===== config.mk =====
export PLATFORM = sky130hd
export DESIGN_NAME = emcr_config_regs
export DESIGN_NICKNAME = d
export VERILOG_FILES = /design/src/logic/emcr_pkg.sv /design/src/logic/emcr_sync.sv /design/src/logic/emcr_pulse_gen.sv /design/src/logic/emcr_config_regs.sv
export VERILOG_INCLUDE_DIRS = /design/src /design/src/logic
export SDC_FILE = /design/constraint.sdc
export NUM_CORES = 2
export LEC_CHECK = 0
export ABC_AREA = 1
export BUFFER_PORTS_ARGS = -buffer_cell sky130_fd_sc_hd__buf_2
export CORE_MARGIN = 4
export CORE_UTILIZATION = 46
export CTS_CLUSTER_SIZE = 24
export DETAILED_ROUTE_END_ITERATION = 7
export GPL_TIMING_DRIVEN = 0
export HOLD_SLACK_MARGIN = 0.12
export PLACE_DENSITY = 0.69
export SYNTH_ARGS = -nofsm -noshare
export SYNTH_HDL_FRONTEND = slang
export SYNTH_HIERARCHICAL = 1
export SYNTH_SLANG_ARGS = --single-unit

===== constraint.sdc =====
create_clock -name sys_clk -period 9.4 [get_ports sys_clk]
set_clock_uncertainty 0.1 [all_clocks]
set_input_delay 1.88 -clock sys_clk [delete_from_list [all_inputs] [get_ports sys_clk]]
set_output_delay 1.88 -clock sys_clk [all_outputs]
set_load 0.01 [all_outputs]

===== src/logic/emcr_defines.svh =====
// Purpose: Offsets, field positions and reset values of the meter bank.
// Assumes: Included by the bank and the testbench, never compiled alone.
// Notes: Internal indices are the values of the internal address pointer.
`ifndef EMCR_DEFINES_SVH
`define EMCR_DEFINES_SVH

// ==========================================================================
// APB window
`define EMCR_APB_PTR 8'h00
`define EMCR_APB_DATA 8'h04
`define EMCR_APB_STAT 8'h08

// ==========================================================================
// Internal register indices
`define EMCR_IDX_MEASURE_MODE_ONE 7'h0b
`define EMCR_IDX_MEASURE_MODE_TWO 7'h0c
`define EMCR_IDX_REACTIVE_ENERGY_DIVIDER 7'h25
`define EMCR_IDX_APPARENT_ENERGY_DIVIDER 7'h26
`define EMCR_IDX_ANUM 7'h27
`define EMCR_IDX_ADEN 7'h28
`define EMCR_IDX_BNUM 7'h29
`define EMCR_IDX_BDEN 7'h2a
`define EMCR_IDX_RSV3B 7'h3b
`define EMCR_IDX_RSV3C 7'h3c
`define EMCR_IDX_CAL 7'h3d
`define EMCR_IDX_RSV3E 7'h3e
`define EMCR_IDX_RSV3F 7'h3f

// ==========================================================================
// Mode register fields
`define EMCR_M1_SOFT_RESET 7
`define EMCR_M1_ZX_BYPASS 6
`define EMCR_M1_INTEGRATOR 5
`define EMCR_M1_EXCHANGE 4
`define EMCR_M1_SLEEP 3
`define EMCR_M1_B_OFF 2
`define EMCR_M1_A_OFF 1
`define EMCR_M1_HPF_BYPASS 0
`define EMCR_M2_B_SRC_HI 7
`define EMCR_M2_B_SRC_LO 6
`define EMCR_M2_A_SRC_HI 5
`define EMCR_M2_A_SRC_LO 4
`define EMCR_M2_RMS_SEL 3
`define EMCR_M2_RMS_ZX 2

// ==========================================================================
// Reset values and pulse scaling
`define EMCR_RST_MEASURE_MODE_ONE 8'h06
`define EMCR_RST_MEASURE_MODE_TWO 8'h40
`define EMCR_RST_DEN 16'h003f
`define EMCR_RST_RSV3C 16'h0300
`define EMCR_PULSE_SHIFT 16

`endif


===== src/logic/emcr_pkg.sv =====
// Purpose: Types shared by the meter configuration bank.
// Assumes: Constants live in emcr_defines.svh.
// Notes: None.
package emcr_pkg;

  // ==========================================================================
  // Pulse source codes and bus answer states
  typedef enum logic [1:0] {
    EMCR_SRC_ACTIVE = 2'b00,
    EMCR_SRC_REACTIVE = 2'b01,
    EMCR_SRC_APP_LO = 2'b10,
    EMCR_SRC_APP_HI = 2'b11
  } emcr_src_t;

  typedef enum logic {
    EMCR_APB_IDLE = 1'b0,
    EMCR_APB_ANSWER = 1'b1
  } emcr_apb_state_t;

endpackage


===== src/logic/emcr_sync.sv =====
// Purpose: Three-stage synchroniser with agreement filter for a pin.
// Assumes: One clock, synchronous active-low reset.
// Notes: The first stage feeds only the second stage.
`timescale 1ns/10ps
module emcr_sync (
  input wire logic sys_clk,
  input wire logic resetn,
  input wire logic pinIn,
  output logic level
);
  logic stage1_q;
  logic stage2_q;
  logic stage3_q;

  always_ff @(posedge sys_clk) begin
    if (!resetn) begin
      stage1_q <= 1'b0;
      stage2_q <= 1'b0;
      stage3_q <= 1'b0;
    end else begin
      stage1_q <= pinIn;
      stage2_q <= stage1_q;
      stage3_q <= stage2_q;
    end
  end

  // The level only moves once the last two stages agree.
  always_ff @(posedge sys_clk) begin
    if (!resetn) begin
      level <= 1'b0;
    end else if (stage2_q == stage3_q) begin
      level <= stage3_q;
    end
  end
endmodule


===== src/logic/emcr_pulse_gen.sv =====
// Purpose: Rate scaler making one pulse output from a source magnitude.
// Assumes: Source is an unsigned magnitude on the same clock.
// Notes: At most one pulse per cycle; a zero denominator stops output.
`timescale 1ns/10ps
module emcr_pulse_gen (
  input wire logic sys_clk,
  input wire logic resetn,
  input wire logic enable,
  input wire logic [15:0] source,
  input wire logic [15:0] numerator,
  input wire logic [15:0] denominator,
  output logic pulse
);
  logic [32:0] acc_q;
  logic [32:0] acc_d;
  logic [32:0] threshold;
  logic fire;

  // Rate per cycle is source times numerator over denominator shifted left by 16.
  always_comb begin
    threshold = {1'b0, denominator, 16'h0000};
    acc_d = acc_q + {1'b0, 32'(source) * 32'(numerator)};
    fire = (denominator != 16'h0000) && (acc_d >= threshold);
    if (fire) begin
      acc_d = acc_d - threshold;
      if (acc_d >= threshold) begin
        acc_d = threshold - 33'h0_0000_0001;
      end
    end
  end

  always_ff @(posedge sys_clk) begin
    if (!resetn || !enable) begin
      acc_q <= 33'h0_0000_0000;
      pulse <= 1'b0;
    end else begin
      acc_q <= acc_d;
      pulse <= fire;
    end
  end
endmodule


===== src/logic/emcr_config_regs.sv =====
// Purpose: Configuration bank of the meter engine, reached over APB.
// Assumes: Datapath magnitudes and the rms ready strobe share sys_clk.
// Notes: Internal registers are reached through the address pointer.
`timescale 1ns/10ps
`include "emcr_defines.svh"
module emcr_config_regs
  import emcr_pkg::*;
(
  input wire logic sys_clk,
  input wire logic resetn,
  input wire logic psel,
  input wire logic penable,
  input wire logic pwrite,
  input wire logic [7:0] paddr,
  input wire logic [31:0] pwdata,
  output logic [31:0] prdata,
  output logic pready,
  output logic pslverr,
  input wire logic [15:0] activePower,
  input wire logic [15:0] reactivePower,
  input wire logic [15:0] apparentPower,
  input wire logic [15:0] currentRms,
  input wire logic rmsReady,
  input wire logic voltZeroCross,
  output logic zeroCrossFilterBypass,
  output logic integratorOn,
  output logic channelExchange,
  output logic converterSleep,
  output logic highpassBypass,
  output logic apparentAccumRms,
  output logic rmsUpdate,
  output logic [7:0] reactiveDivider,
  output logic [7:0] apparentDivider,
  output logic [7:0] calibrationMode,
  output logic pulseOutA,
  output logic pulseOutB
);

  // ==========================================================================
  // Storage
  logic [6:0] addrPtr_q;
  logic [7:0] measure_mode_one_q;
  logic [7:0] measure_mode_two_q;
  logic [15:0] numA_q;
  logic [15:0] denA_q;
  logic [15:0] numB_q;
  logic [15:0] denB_q;
  logic [7:0] rsv3b_q;
  logic [15:0] rsv3c_q;
  logic [7:0] rsv3e_q;
  logic [7:0] rsv3f_q;
  emcr_apb_state_t apbState_q;
  logic zxLevel;
  logic zxLevelPrev_q;
  logic zxRise;
  logic apbWrite;
  logic wrPtr;
  logic wrData;
  logic softReset;
  logic ptrMapped;
  logic apbMapped;
  logic [15:0] intRead;
  logic [31:0] apbRead;
  emcr_src_t srcSelA;
  emcr_src_t srcSelB;
  logic [15:0] srcA;
  logic [15:0] srcB;

  // ==========================================================================
  // Pin synchroniser for the voltage zero crossing
  emcr_sync u_zxSync (
    .sys_clk(sys_clk),
    .resetn(resetn),
    .pinIn(voltZeroCross),
    .level(zxLevel)
  );

  always_ff @(posedge sys_clk) begin
    if (!resetn) begin
      zxLevelPrev_q <= 1'b0;
    end else begin
      zxLevelPrev_q <= zxLevel;
    end
  end

  assign zxRise = zxLevel && !zxLevelPrev_q;

  // ==========================================================================
  // APB decode
  always_comb begin
    apbMapped = (paddr == `EMCR_APB_PTR) || (paddr == `EMCR_APB_DATA) ||
      (paddr == `EMCR_APB_STAT);
    apbWrite = (apbState_q == EMCR_APB_ANSWER) && psel && penable &&
      pwrite && !pslverr;
    wrPtr = apbWrite && (paddr == `EMCR_APB_PTR);
    wrData = apbWrite && (paddr == `EMCR_APB_DATA);
  end

  assign softReset = wrData && (addrPtr_q == `EMCR_IDX_MEASURE_MODE_ONE) &&
    pwdata[`EMCR_M1_SOFT_RESET];

  // ==========================================================================
  // Internal read selection
  // pointer selects register
  always_comb begin
    ptrMapped = 1'b1;
    intRead = 16'h0000;
    unique case (addrPtr_q)
      `EMCR_IDX_MEASURE_MODE_ONE: intRead = {8'h00, measure_mode_one_q};
      `EMCR_IDX_MEASURE_MODE_TWO: intRead = {8'h00, measure_mode_two_q};
      `EMCR_IDX_REACTIVE_ENERGY_DIVIDER: intRead = {8'h00, reactiveDivider};
      `EMCR_IDX_APPARENT_ENERGY_DIVIDER: intRead = {8'h00, apparentDivider};
      `EMCR_IDX_ANUM: intRead = numA_q;
      `EMCR_IDX_ADEN: intRead = denA_q;
      `EMCR_IDX_BNUM: intRead = numB_q;
      `EMCR_IDX_BDEN: intRead = denB_q;
      `EMCR_IDX_RSV3B: intRead = {8'h00, rsv3b_q};
      `EMCR_IDX_RSV3C: intRead = rsv3c_q;
      `EMCR_IDX_CAL: intRead = {8'h00, calibrationMode};
      `EMCR_IDX_RSV3E: intRead = {8'h00, rsv3e_q};
      `EMCR_IDX_RSV3F: intRead = {8'h00, rsv3f_q};
      default: ptrMapped = 1'b0;
    endcase
  end

  always_comb begin
    apbRead = 32'h0000_0000;
    if (paddr == `EMCR_APB_PTR) begin
      apbRead = {25'h000_0000, addrPtr_q};
    end else if (paddr == `EMCR_APB_DATA) begin
      apbRead = {16'h0000, intRead};
    end else if (paddr == `EMCR_APB_STAT) begin
      apbRead = {28'h000_0000, pulseOutB, pulseOutA, zxLevel, ptrMapped};
    end
  end

  // ==========================================================================
  // APB answer: ready one cycle after the setup edge
  always_ff @(posedge sys_clk) begin
    if (!resetn) begin
      apbState_q <= EMCR_APB_IDLE;
      pready <= 1'b0;
      pslverr <= 1'b0;
      prdata <= 32'h0000_0000;
    end else begin
      unique case (apbState_q)
        EMCR_APB_IDLE: begin
          if (psel && !penable) begin
            apbState_q <= EMCR_APB_ANSWER;
            pready <= 1'b1;
            pslverr <= !apbMapped;
            prdata <= (apbMapped && !pwrite) ? apbRead : 32'h0000_0000;
          end
        end
        EMCR_APB_ANSWER: begin
          apbState_q <= EMCR_APB_IDLE;
          pready <= 1'b0;
          pslverr <= 1'b0;
        end
      endcase
    end
  end

  // ==========================================================================
  // Address pointer
  always_ff @(posedge sys_clk) begin
    if (!resetn) begin
      addrPtr_q <= 7'h00;
    end else if (wrPtr) begin
      addrPtr_q <= pwdata[6:0];
    end
  end

  // ==========================================================================
  // Mode registers; the soft reset bit never stays set
  always_ff @(posedge sys_clk) begin
    if (!resetn || softReset) begin
      measure_mode_one_q <= `EMCR_RST_MEASURE_MODE_ONE;
      measure_mode_two_q <= `EMCR_RST_MEASURE_MODE_TWO;
    end else if (wrData) begin
      if (addrPtr_q == `EMCR_IDX_MEASURE_MODE_ONE) begin
        measure_mode_one_q <= {1'b0, pwdata[6:0]};
      end
      if (addrPtr_q == `EMCR_IDX_MEASURE_MODE_TWO) begin
        measure_mode_two_q <= pwdata[7:0];
      end
    end
  end

  // ==========================================================================
  // Scaling registers
  always_ff @(posedge sys_clk) begin
    if (!resetn || softReset) begin
      reactiveDivider <= 8'h00;
      apparentDivider <= 8'h00;
      numA_q <= 16'h0000;
      numB_q <= 16'h0000;
      denA_q <= `EMCR_RST_DEN;
      denB_q <= `EMCR_RST_DEN;
    end else if (wrData) begin
      unique case (addrPtr_q)
        `EMCR_IDX_REACTIVE_ENERGY_DIVIDER: reactiveDivider <= pwdata[7:0];
        `EMCR_IDX_APPARENT_ENERGY_DIVIDER: apparentDivider <= pwdata[7:0];
        `EMCR_IDX_ANUM: numA_q <= pwdata[15:0];
        `EMCR_IDX_ADEN: denA_q <= pwdata[15:0];
        `EMCR_IDX_BNUM: numB_q <= pwdata[15:0];
        `EMCR_IDX_BDEN: denB_q <= pwdata[15:0];
        default: begin
        end
      endcase
    end
  end

  // ==========================================================================
  // Reserved and calibration registers
  // reserved registers keep written values
  always_ff @(posedge sys_clk) begin
    if (!resetn || softReset) begin
      rsv3b_q <= 8'h00;
      rsv3c_q <= `EMCR_RST_RSV3C;
      rsv3e_q <= 8'h00;
      rsv3f_q <= 8'h00;
      calibrationMode <= 8'h00;
    end else if (wrData) begin
      unique case (addrPtr_q)
        `EMCR_IDX_RSV3B: rsv3b_q <= pwdata[7:0];
        `EMCR_IDX_RSV3C: rsv3c_q <= pwdata[15:0];
        `EMCR_IDX_RSV3E: rsv3e_q <= pwdata[7:0];
        `EMCR_IDX_RSV3F: rsv3f_q <= pwdata[7:0];
        `EMCR_IDX_CAL: calibrationMode <= pwdata[7:0];
        default: begin
        end
      endcase
    end
  end

  // ==========================================================================
  // Datapath controls, registered from the mode bits
  always_ff @(posedge sys_clk) begin
    if (!resetn) begin
      zeroCrossFilterBypass <= 1'b0;
      integratorOn <= 1'b0;
      channelExchange <= 1'b0;
      converterSleep <= 1'b0;
      highpassBypass <= 1'b0;
      apparentAccumRms <= 1'b0;
    end else begin
      zeroCrossFilterBypass <= measure_mode_one_q[`EMCR_M1_ZX_BYPASS];
      integratorOn <= measure_mode_one_q[`EMCR_M1_INTEGRATOR];
      channelExchange <= measure_mode_one_q[`EMCR_M1_EXCHANGE];
      converterSleep <= measure_mode_one_q[`EMCR_M1_SLEEP];
      highpassBypass <= measure_mode_one_q[`EMCR_M1_HPF_BYPASS];
      apparentAccumRms <= measure_mode_two_q[`EMCR_M2_RMS_SEL];
    end
  end

  // ==========================================================================
  // Rms update timing
  // update on a rising zero crossing when EMCR_M2_RMS_ZX is set, else on rmsReady
  always_ff @(posedge sys_clk) begin
    if (!resetn) begin
      rmsUpdate <= 1'b0;
    end else if (measure_mode_two_q[`EMCR_M2_RMS_ZX]) begin
      rmsUpdate <= zxRise;
    end else begin
      rmsUpdate <= rmsReady;
    end
  end

  // ==========================================================================
  // Pulse output sources
  assign srcSelA = emcr_src_t'(measure_mode_two_q[`EMCR_M2_A_SRC_HI:`EMCR_M2_A_SRC_LO]);
  assign srcSelB = emcr_src_t'(measure_mode_two_q[`EMCR_M2_B_SRC_HI:`EMCR_M2_B_SRC_LO]);

  // mixed apparent and rms relies on software
  always_comb begin
    unique case (srcSelA)
      EMCR_SRC_ACTIVE: srcA = activePower;
      EMCR_SRC_REACTIVE: srcA = reactivePower;
      EMCR_SRC_APP_LO, EMCR_SRC_APP_HI:
        srcA = measure_mode_two_q[`EMCR_M2_RMS_SEL] ? currentRms : apparentPower;
    endcase
    unique case (srcSelB)
      EMCR_SRC_ACTIVE: srcB = activePower;
      EMCR_SRC_REACTIVE: srcB = reactivePower;
      EMCR_SRC_APP_LO, EMCR_SRC_APP_HI:
        srcB = measure_mode_two_q[`EMCR_M2_RMS_SEL] ? currentRms : apparentPower;
    endcase
  end

  emcr_pulse_gen u_pulseA (
    .sys_clk(sys_clk),
    .resetn(resetn),
    .enable(!measure_mode_one_q[`EMCR_M1_A_OFF]),
    .source(srcA),
    .numerator(numA_q),
    .denominator(denA_q),
    .pulse(pulseOutA)
  );

  emcr_pulse_gen u_pulseB (
    .sys_clk(sys_clk),
    .resetn(resetn),
    .enable(!measure_mode_one_q[`EMCR_M1_B_OFF]),
    .source(srcB),
    .numerator(numB_q),
    .denominator(denB_q),
    .pulse(pulseOutB)
  );
endmodule


=== Word-level counts from Yosys, hierarchy flattened ===
Cells that the tools add are included.

* Output and inout bits: 67
* Flip-flop bits (word level): 265
* Word-level logic and storage cells: 136

* Order comparisons: 4
* Equal/unequal tests: 23
* Reductions and logical operators: 46
* Mux-type cells: 20
* $mul: 2
* Bitwise gates (word level): 1
* Add/sub/neg operators: 6

{| class="wikitable"
|+ Operators by type and width
! operator !! number
|-
| $pmux 16 s13 || 1
|-
| $ge 33x32->1 || 4
|-
| $mux 33 || 4
|-
| $pmux 16 s3 || 2
|-
| $eq 7x6->1 const B || 11
|-
| $add 33x32->33 || 2
|-
| $sub 32x1->33 const B || 2
|-
| $sub 33x32->33 || 2
|-
| $mul 16x16->32 || 2
|-
| $mux 16 || 3
|-
| $mux 32 || 1
|-
| $reduce_bool 16->1 || 2
|-
| $reduce_and 2->1 || 14
|-
| $eq 7x4->1 const B || 2
|-
| $logic_and 1x1->1 || 13
|-
| $reduce_or 13->1 || 1
|-
| $eq 2x2->1 const B || 4
|-
| $eq 8x3->1 const B || 1
|-
| $eq 8x4->1 const B || 1
|-
| $logic_not 8->1 || 1
|-
| $logic_not 1->1 || 6
|-
| $pmux 1 s2 || 3
|-
| $logic_or 1x1->1 || 5
|-
| $mux 1 || 5
|-
| other kinds (7) || 10
|}

=== Logic depth before layout (Yosys ltp) ===
* Depth after elaboration: 9
* Gate-level depth with buffers: 57
* Depth with buffers taken out: 52

=== By module ===
The synthesis kept the hierarchy.

{| class="wikitable"
|+ Modules (own cells, without submodules)
! module !! cells each !! area each (um^2) !! sequential area each (um^2) !! instances
|-
| emcr_pulse_gen at u_pulseB || 1,842 || 13,240.2 || 680.7 || 1
|-
| emcr_pulse_gen at u_pulseA || 1,820 || 13,056.3 || 680.7 || 1
|-
| emcr_config_regs || 1,302 || 8,808.4 || 3,543.4 || 1
|-
| emcr_sync || 13 || 116.4 || 80.1 || 1
|}

=== Worst setup path before layout ===
OpenSTA, ideal clock, no wires.

* Kind: input to register
* Start: input currentRms[10]
* End: register u_pulseA.acc_q[22]
* Stages: 45
* Slack: -0.655 ns
* Required time: 9.187 ns
* Setup time: 0.113 ns
* Data arrival time: 9.841 ns
* Cell sequence: mux2_2 -> nand2_1 -> o221ai_1 -> clkbuf_1 -> clkbuf_1 -> nand2_1 -> fa_1 -> fa_1 -> fa_1 -> fa_1 -> inv_1 -> fa_1 -> inv_1 -> fa_1 -> inv_1 -> ha_1 -> nand2_1 -> nand2_1 -> (+9 left out) -> nand2_1 -> inv_1 -> o21bai_1 -> nand2_1 -> nand2_1 -> nand2_1 -> nand2_1 -> inv_1 -> ha_1 -> nand2_1 -> nor2_1 -> a211oi_1 -> nand2_1 -> a21oi_2 -> clkbuf_1 -> nand4_1 -> nand3_1 -> nand2_1

* Word-level cells in the longest chain between the ends: 8
* Elaborated cells on any way between the ends: 10
* Classes of those cells: add/sub (2); mul (1); order compare (2); mux (4); reduce/logical (1)

{| class="wikitable"
|+ Ends and longest elaborated chain
! what !! line !! text
|-
| from (decl) || emcr_config_regs.sv:22 || <nowiki>input wire logic [15:0] currentRms,</nowiki>
|-
| $mux 16 * || emcr_config_regs.sv:281 || <nowiki>srcA = measure_mode_two_q[`EMCR_M2_RMS_SEL] ? currentRms : apparentPower;</nowiki>
|-
| $pmux 16 s3 * || emcr_config_regs.sv:277 || <nowiki>unique case (srcSelA)</nowiki>
|-
| via srcA[10] || emcr_config_regs.sv:66 || <nowiki>logic [15:0] srcA;</nowiki>
|-
| $mul 16x16->32 * || emcr_pulse_gen.sv:22 || <nowiki>acc_d = acc_q + {1'b0, 32'(source) * 32'(numerator)};</nowiki>
|-
| $add 33x32->33 * || emcr_pulse_gen.sv:22 ||
|-
| $sub 33x32->33 || emcr_pulse_gen.sv:25 || <nowiki>acc_d = acc_d - threshold;</nowiki>
|-
| $ge 33x32->1 || emcr_pulse_gen.sv:26 || <nowiki>if (acc_d >= threshold) begin</nowiki>
|-
| $mux 33 || emcr_pulse_gen.sv:26 ||
|-
| $mux 33 * || emcr_pulse_gen.sv:24 || <nowiki>if (fire) begin</nowiki>
|-
| to (signal assigned) || emcr_pulse_gen.sv:34 || <nowiki>acc_q <= 33'h0_0000_0000;</nowiki>
|-
| to (signal assigned) || emcr_pulse_gen.sv:37 || <nowiki>acc_q <= acc_d;</nowiki>
|-
| to (decl) || emcr_pulse_gen.sv:14 || <nowiki>logic [32:0] acc_q;</nowiki>
|}

Mark *: on every way through the listed nets, which the timed path passes. The rest lies on a longest branch.
A chain may end at the register's enable or synchronous reset.

=== Worst setup path after layout ===
* Start: input apparentPower[6]
* End: register u_pulseA.acc_q[2]

* Word-level cells in the longest chain between the ends: 8
* Elaborated cells on any way between the ends: 10
* Classes of those cells: add/sub (2); mul (1); order compare (2); mux (4); reduce/logical (1)

{| class="wikitable"
|+ Ends and longest elaborated chain
! what !! line !! text
|-
| from (decl) || emcr_config_regs.sv:21 || <nowiki>input wire logic [15:0] apparentPower,</nowiki>
|-
| $mux 16 * || emcr_config_regs.sv:281 ||
|-
| $pmux 16 s3 * || emcr_config_regs.sv:277 ||
|-
| via srcA[6] || emcr_config_regs.sv:66 ||
|-
| $mul 16x16->32 * || emcr_pulse_gen.sv:22 ||
|-
| $add 33x32->33 * || emcr_pulse_gen.sv:22 ||
|-
| $sub 33x32->33 || emcr_pulse_gen.sv:25 ||
|-
| $ge 33x32->1 || emcr_pulse_gen.sv:26 ||
|-
| $mux 33 || emcr_pulse_gen.sv:26 ||
|-
| $mux 33 * || emcr_pulse_gen.sv:24 ||
|}

Marked as above.

==> summary.txt <==
Global route
  – Vias in the first global route: roughly 34000
  – Total Routing Usage GR: 0.2890
  – Global-route wire length before repair: 186.3 mm
  – GRT Residual Overflow: 0
  – Initial antenna violation count: 5
  – Largest net degree at the start of global routing: 16

Logic synthesis
  – Yosys cell types: 57
  – Ranking of synthesized cells by area: fa_1 (26%), nand2_1 (15%), dfxtp_1 (14%)
  – Register area share after synthesis: 0.1415
  – Ys flop type: dfxtp_1
  – Most common cell in the netlist: nand2_1
  – Most area-hungry cell type in the Yosys netlist: fa_1
  – Post-synth EDFFs: 0
  – Synth Instances: roughly 5000
  – Synth top cells by count: nand2_1 (1374), inv_1 (1167), fa_1 (454)
  – Yosys top cell area share: 0.2580
  – Mapped Avg Cell Area: slightly above 7 sq um
  – Seq cells post-synth: ~250
  – Yosys warns: 6
  – Cell Area, Synth: approximately 35000 sq um
  – FFs w/ async S/R, synth: 0

Clock network
  – Root Buffer: clkbuf_16
  – CTS buffer count: 30
  – Clk Latency, worst-skew pair: 610 ps
  – Hold Buf Count CTS: 0
  – Sink Count: around 250
  – Clock buffer depth: 3
  – Clk slew on worst S/H paths: 60 ps
  – Clock H-tree levels: 1
  – TritonCTS clock tree: done

Worst setup path
  – CP peak stage delay: 550 ps
  – Crit-path slowest cell: fa_1
  – Critical path launch point type: input pin
  – Crit path DAT: roughly 11000 ps
  – CP most frequent cell: fa_1
  – Worst Path Buf+Inv: 11
  – Crit path max fanout: 5
  – CP Class: input pin to register
  – Crit path capture type: register
  – CP Data Required Time: roughly 9800 ps
  – CP top delay family: adder cells

Pwr
  – Max VDD drop: 0.0001829 V
  – Register share of total power: 0.412
  – LEAKAGE: 0.02339 uW
  – Sw Ratio: 0.2546
  – Psw: ~650 uW
  – Clk network pwr share: 0.505
  – Comb pwr share: 0.082
  – Tot Pwr: between 2000 and 3000 uW
  – Power Dens Cells: slightly below 60 nW/um^2
  – Internal cell power: 1911 uW

Place
  – Detailed placement HPWL: between 90 and 100 mm
  – PortBufs: 145
  – Final GP Congestion: ~1

Timing
  – Final worst setup slack: -877.9 ps
  – Minimum clock period: about 10000 ps
  – Setup TNS: -47970 ps
  – Hold Slack: between 300 and 400 ps
  – F_max: about 0.097 GHz
  – Finish-stage setup viols: 66
  – Relative slew margins: 0.2761
  – Final period util: 1.093
  – RSZ-0062 raised after global routing: yes
  – Slew @ Worst Pin: approximately 1100 ps
  – Slew Limit Fails: 0
  – Hold Vio Cnt, Final: 0

Outcome
  – Status: finished with violations
  – Violated checks: setup timing

Layout
  – Util after Layout: 0.5684
  – Layout area overhead: 22.57%
  – Net count, final: approximately 6000
  – Share of layout cells above drive strength 1: 0.2073

Drt
  – DRT Wirelength: between 100 and 150 mm
  – Vias: about 34000
  – Top layer in use: met5
  – Drt pass-1 iters: 7
  – Drt drc: 0
  – Metal1 wirelength: between 40 and 50 mm
  – Via/cell ratio: between 5 and 6
  – DR iter-0 viols: about 3000
  – Wire per inst: roughly 19 um
  – Met3 WL post-DR: 11.30 mm
  – Antenna viol nets, final: 0
  – Routed length on met2: 54.40 mm

Worst hold path
  – Worst min path class: register to register

Floorplanning
  – CORE AREA: 75950 sq um
  – Die Width: around 280 um
  – DIE HEIGHT: 284.7 um
  – # rows: 101
  – Starting Density: 0.4637
  – Die area: around 81000 sq um
  – I/O pin count: ~180

Flow run
  – Max-cap viol count: 0
layout by cell type, fill, tap and decap left out, drive strengths merged, types with 2 or more instances in the layout:
| master | n |
|---|---|
| nand4 | 65 |
| buf | 429 |
| nand3 | 318 |
| a31oi | 5 |
| nand2 | 1415 |
| a211oi | 5 |
| clkinv | 9 |
| o211ai | 15 |
| inv | 1191 |
| bufinv | 5 |
| nand3b | 6 |
| a21boi | 4 |
| nor4 | 3 |
| o21bai | 9 |
| ha | 274 |
| clkinvlp | 4 |
| clkbuf | 170 |
| a21o | 9 |
| mux2 | 16 |
| conb | 16 |
| fa | 454 |
| or2 | 5 |
| nor2 | 189 |
| xor2 | 64 |
| a21oi | 296 |
| o221ai | 32 |
| dfxtp | 249 |
| xnor2 | 20 |
| o21ai | 47 |
| o21a | 2 |
| o2111ai | 2 |
| nor3 | 32 |
final timing paths:
path | from | end | slack, ps | cells after the start
worst max-delay path | apparentPower[6] | u_pulseA/acc_q[2] | -880 | 44
worst max register to register | measure_mode_two_q[3] | u_pulseA/acc_q[2] | -790 | 45
worst min-delay path | u_zxSync/stage1_q | u_zxSync/stage2_q | 310 | 2
worst min register to register | u_zxSync/stage1_q | u_zxSync/stage2_q | 310 | 2
worst reg2reg max path, delay by kind of cell, from the launching register on:
family | cells | cell delay [ps]
compound gates | 7 | 1180
xor+xnor | 2 | 610
fa+ha+maj | 9 | 4010
buf+inv | 11 | 1390
flops | 1 | 630
mux | 1 | 420
simple gates | 15 | 1740
cells by family after synthesis:
group                      share of synthesized area
muxes                                       0.005115
other                                      0.0001065
xor gates and xnor gates                     0.02089
buffers and inverters                         0.1584
AOI/OAI and AO/OA                            0.07137
and+or+nand+nor                               0.2472
adders and majority gates                     0.3554
DFF                                           0.1415
repair_timing:
item,4_1_cts,5_1_grt
endpoints found under the setup margin,68,68
resized for setup,495,226
pin swaps,189,162
setup buffers,133,46
cloned,5,0
sequential cells by signal, summed over array words and instances (netlist names), 7 cells and up:
name,cells
denA_q,16
measure_mode_one_q,7
rsv3b_q,8
u_pulseA/acc_q,33
u_pulseB/acc_q,33
prdata,16
apparentDivider,8
numA_q,16
addrPtr_q,7
calibrationMode,8
reactiveDivider,8
measure_mode_two_q,8
numB_q,16
rsv3e_q,8
rsv3c_q,16
rsv3f_q,8
denB_q,16
power groups by stage:
stage	Clock, uW	Sequential (uW)	Combinational, uW
after global routing	1350	1060	219
after detailed placement	0	1080	160
after floorplan	0	1080	76.6
after global placement	0	1080	160
final	1300	1060	211
after CTS	1310	1060	196
routing by layer:
metal | track usage | vias up
met4 | 0.1247 | 6
li1 | - | 15641
met2 | 0.4628 | 1617
met1 | 0.3799 | 16279
met5 | 0 | -
met3 | 0.05982 | 379
area by class of cell:
| type | instances | area (sq um) |
|---|---|---|
| fillers | 6867 | 32780 |
| multi-input cells | 3308 | 27440 |
| flip-flops and latches | 249 | 4986 |
| inverters | 1191 | 4476 |
| repair buffers | 326 | 2297 |
| plain buffers | 236 | 1587 |
| well taps | 1030 | 1289 |
| clock buffers | 37 | 837.1 |
| clock inverters | 18 | 261.5 |
| diodes | 1 | 2.502 |
per-stage QoR:
stage / instances / instance area (sq um) / worst slack (ps)
4_1_cts: 6356 / 42010 / -649.7
5_1_grt: 6395 / 43170 / -1142
3_5_place_dp: 6167 / 37680 / -2544
3_3_place_gp: 6167 / 37680 / -2586
6_report: 6396 / 43170 / -877.9
2_1_floorplan: 4992 / 35670 / -338.1
No activity file was read; power rests on OpenSTA's default activity.
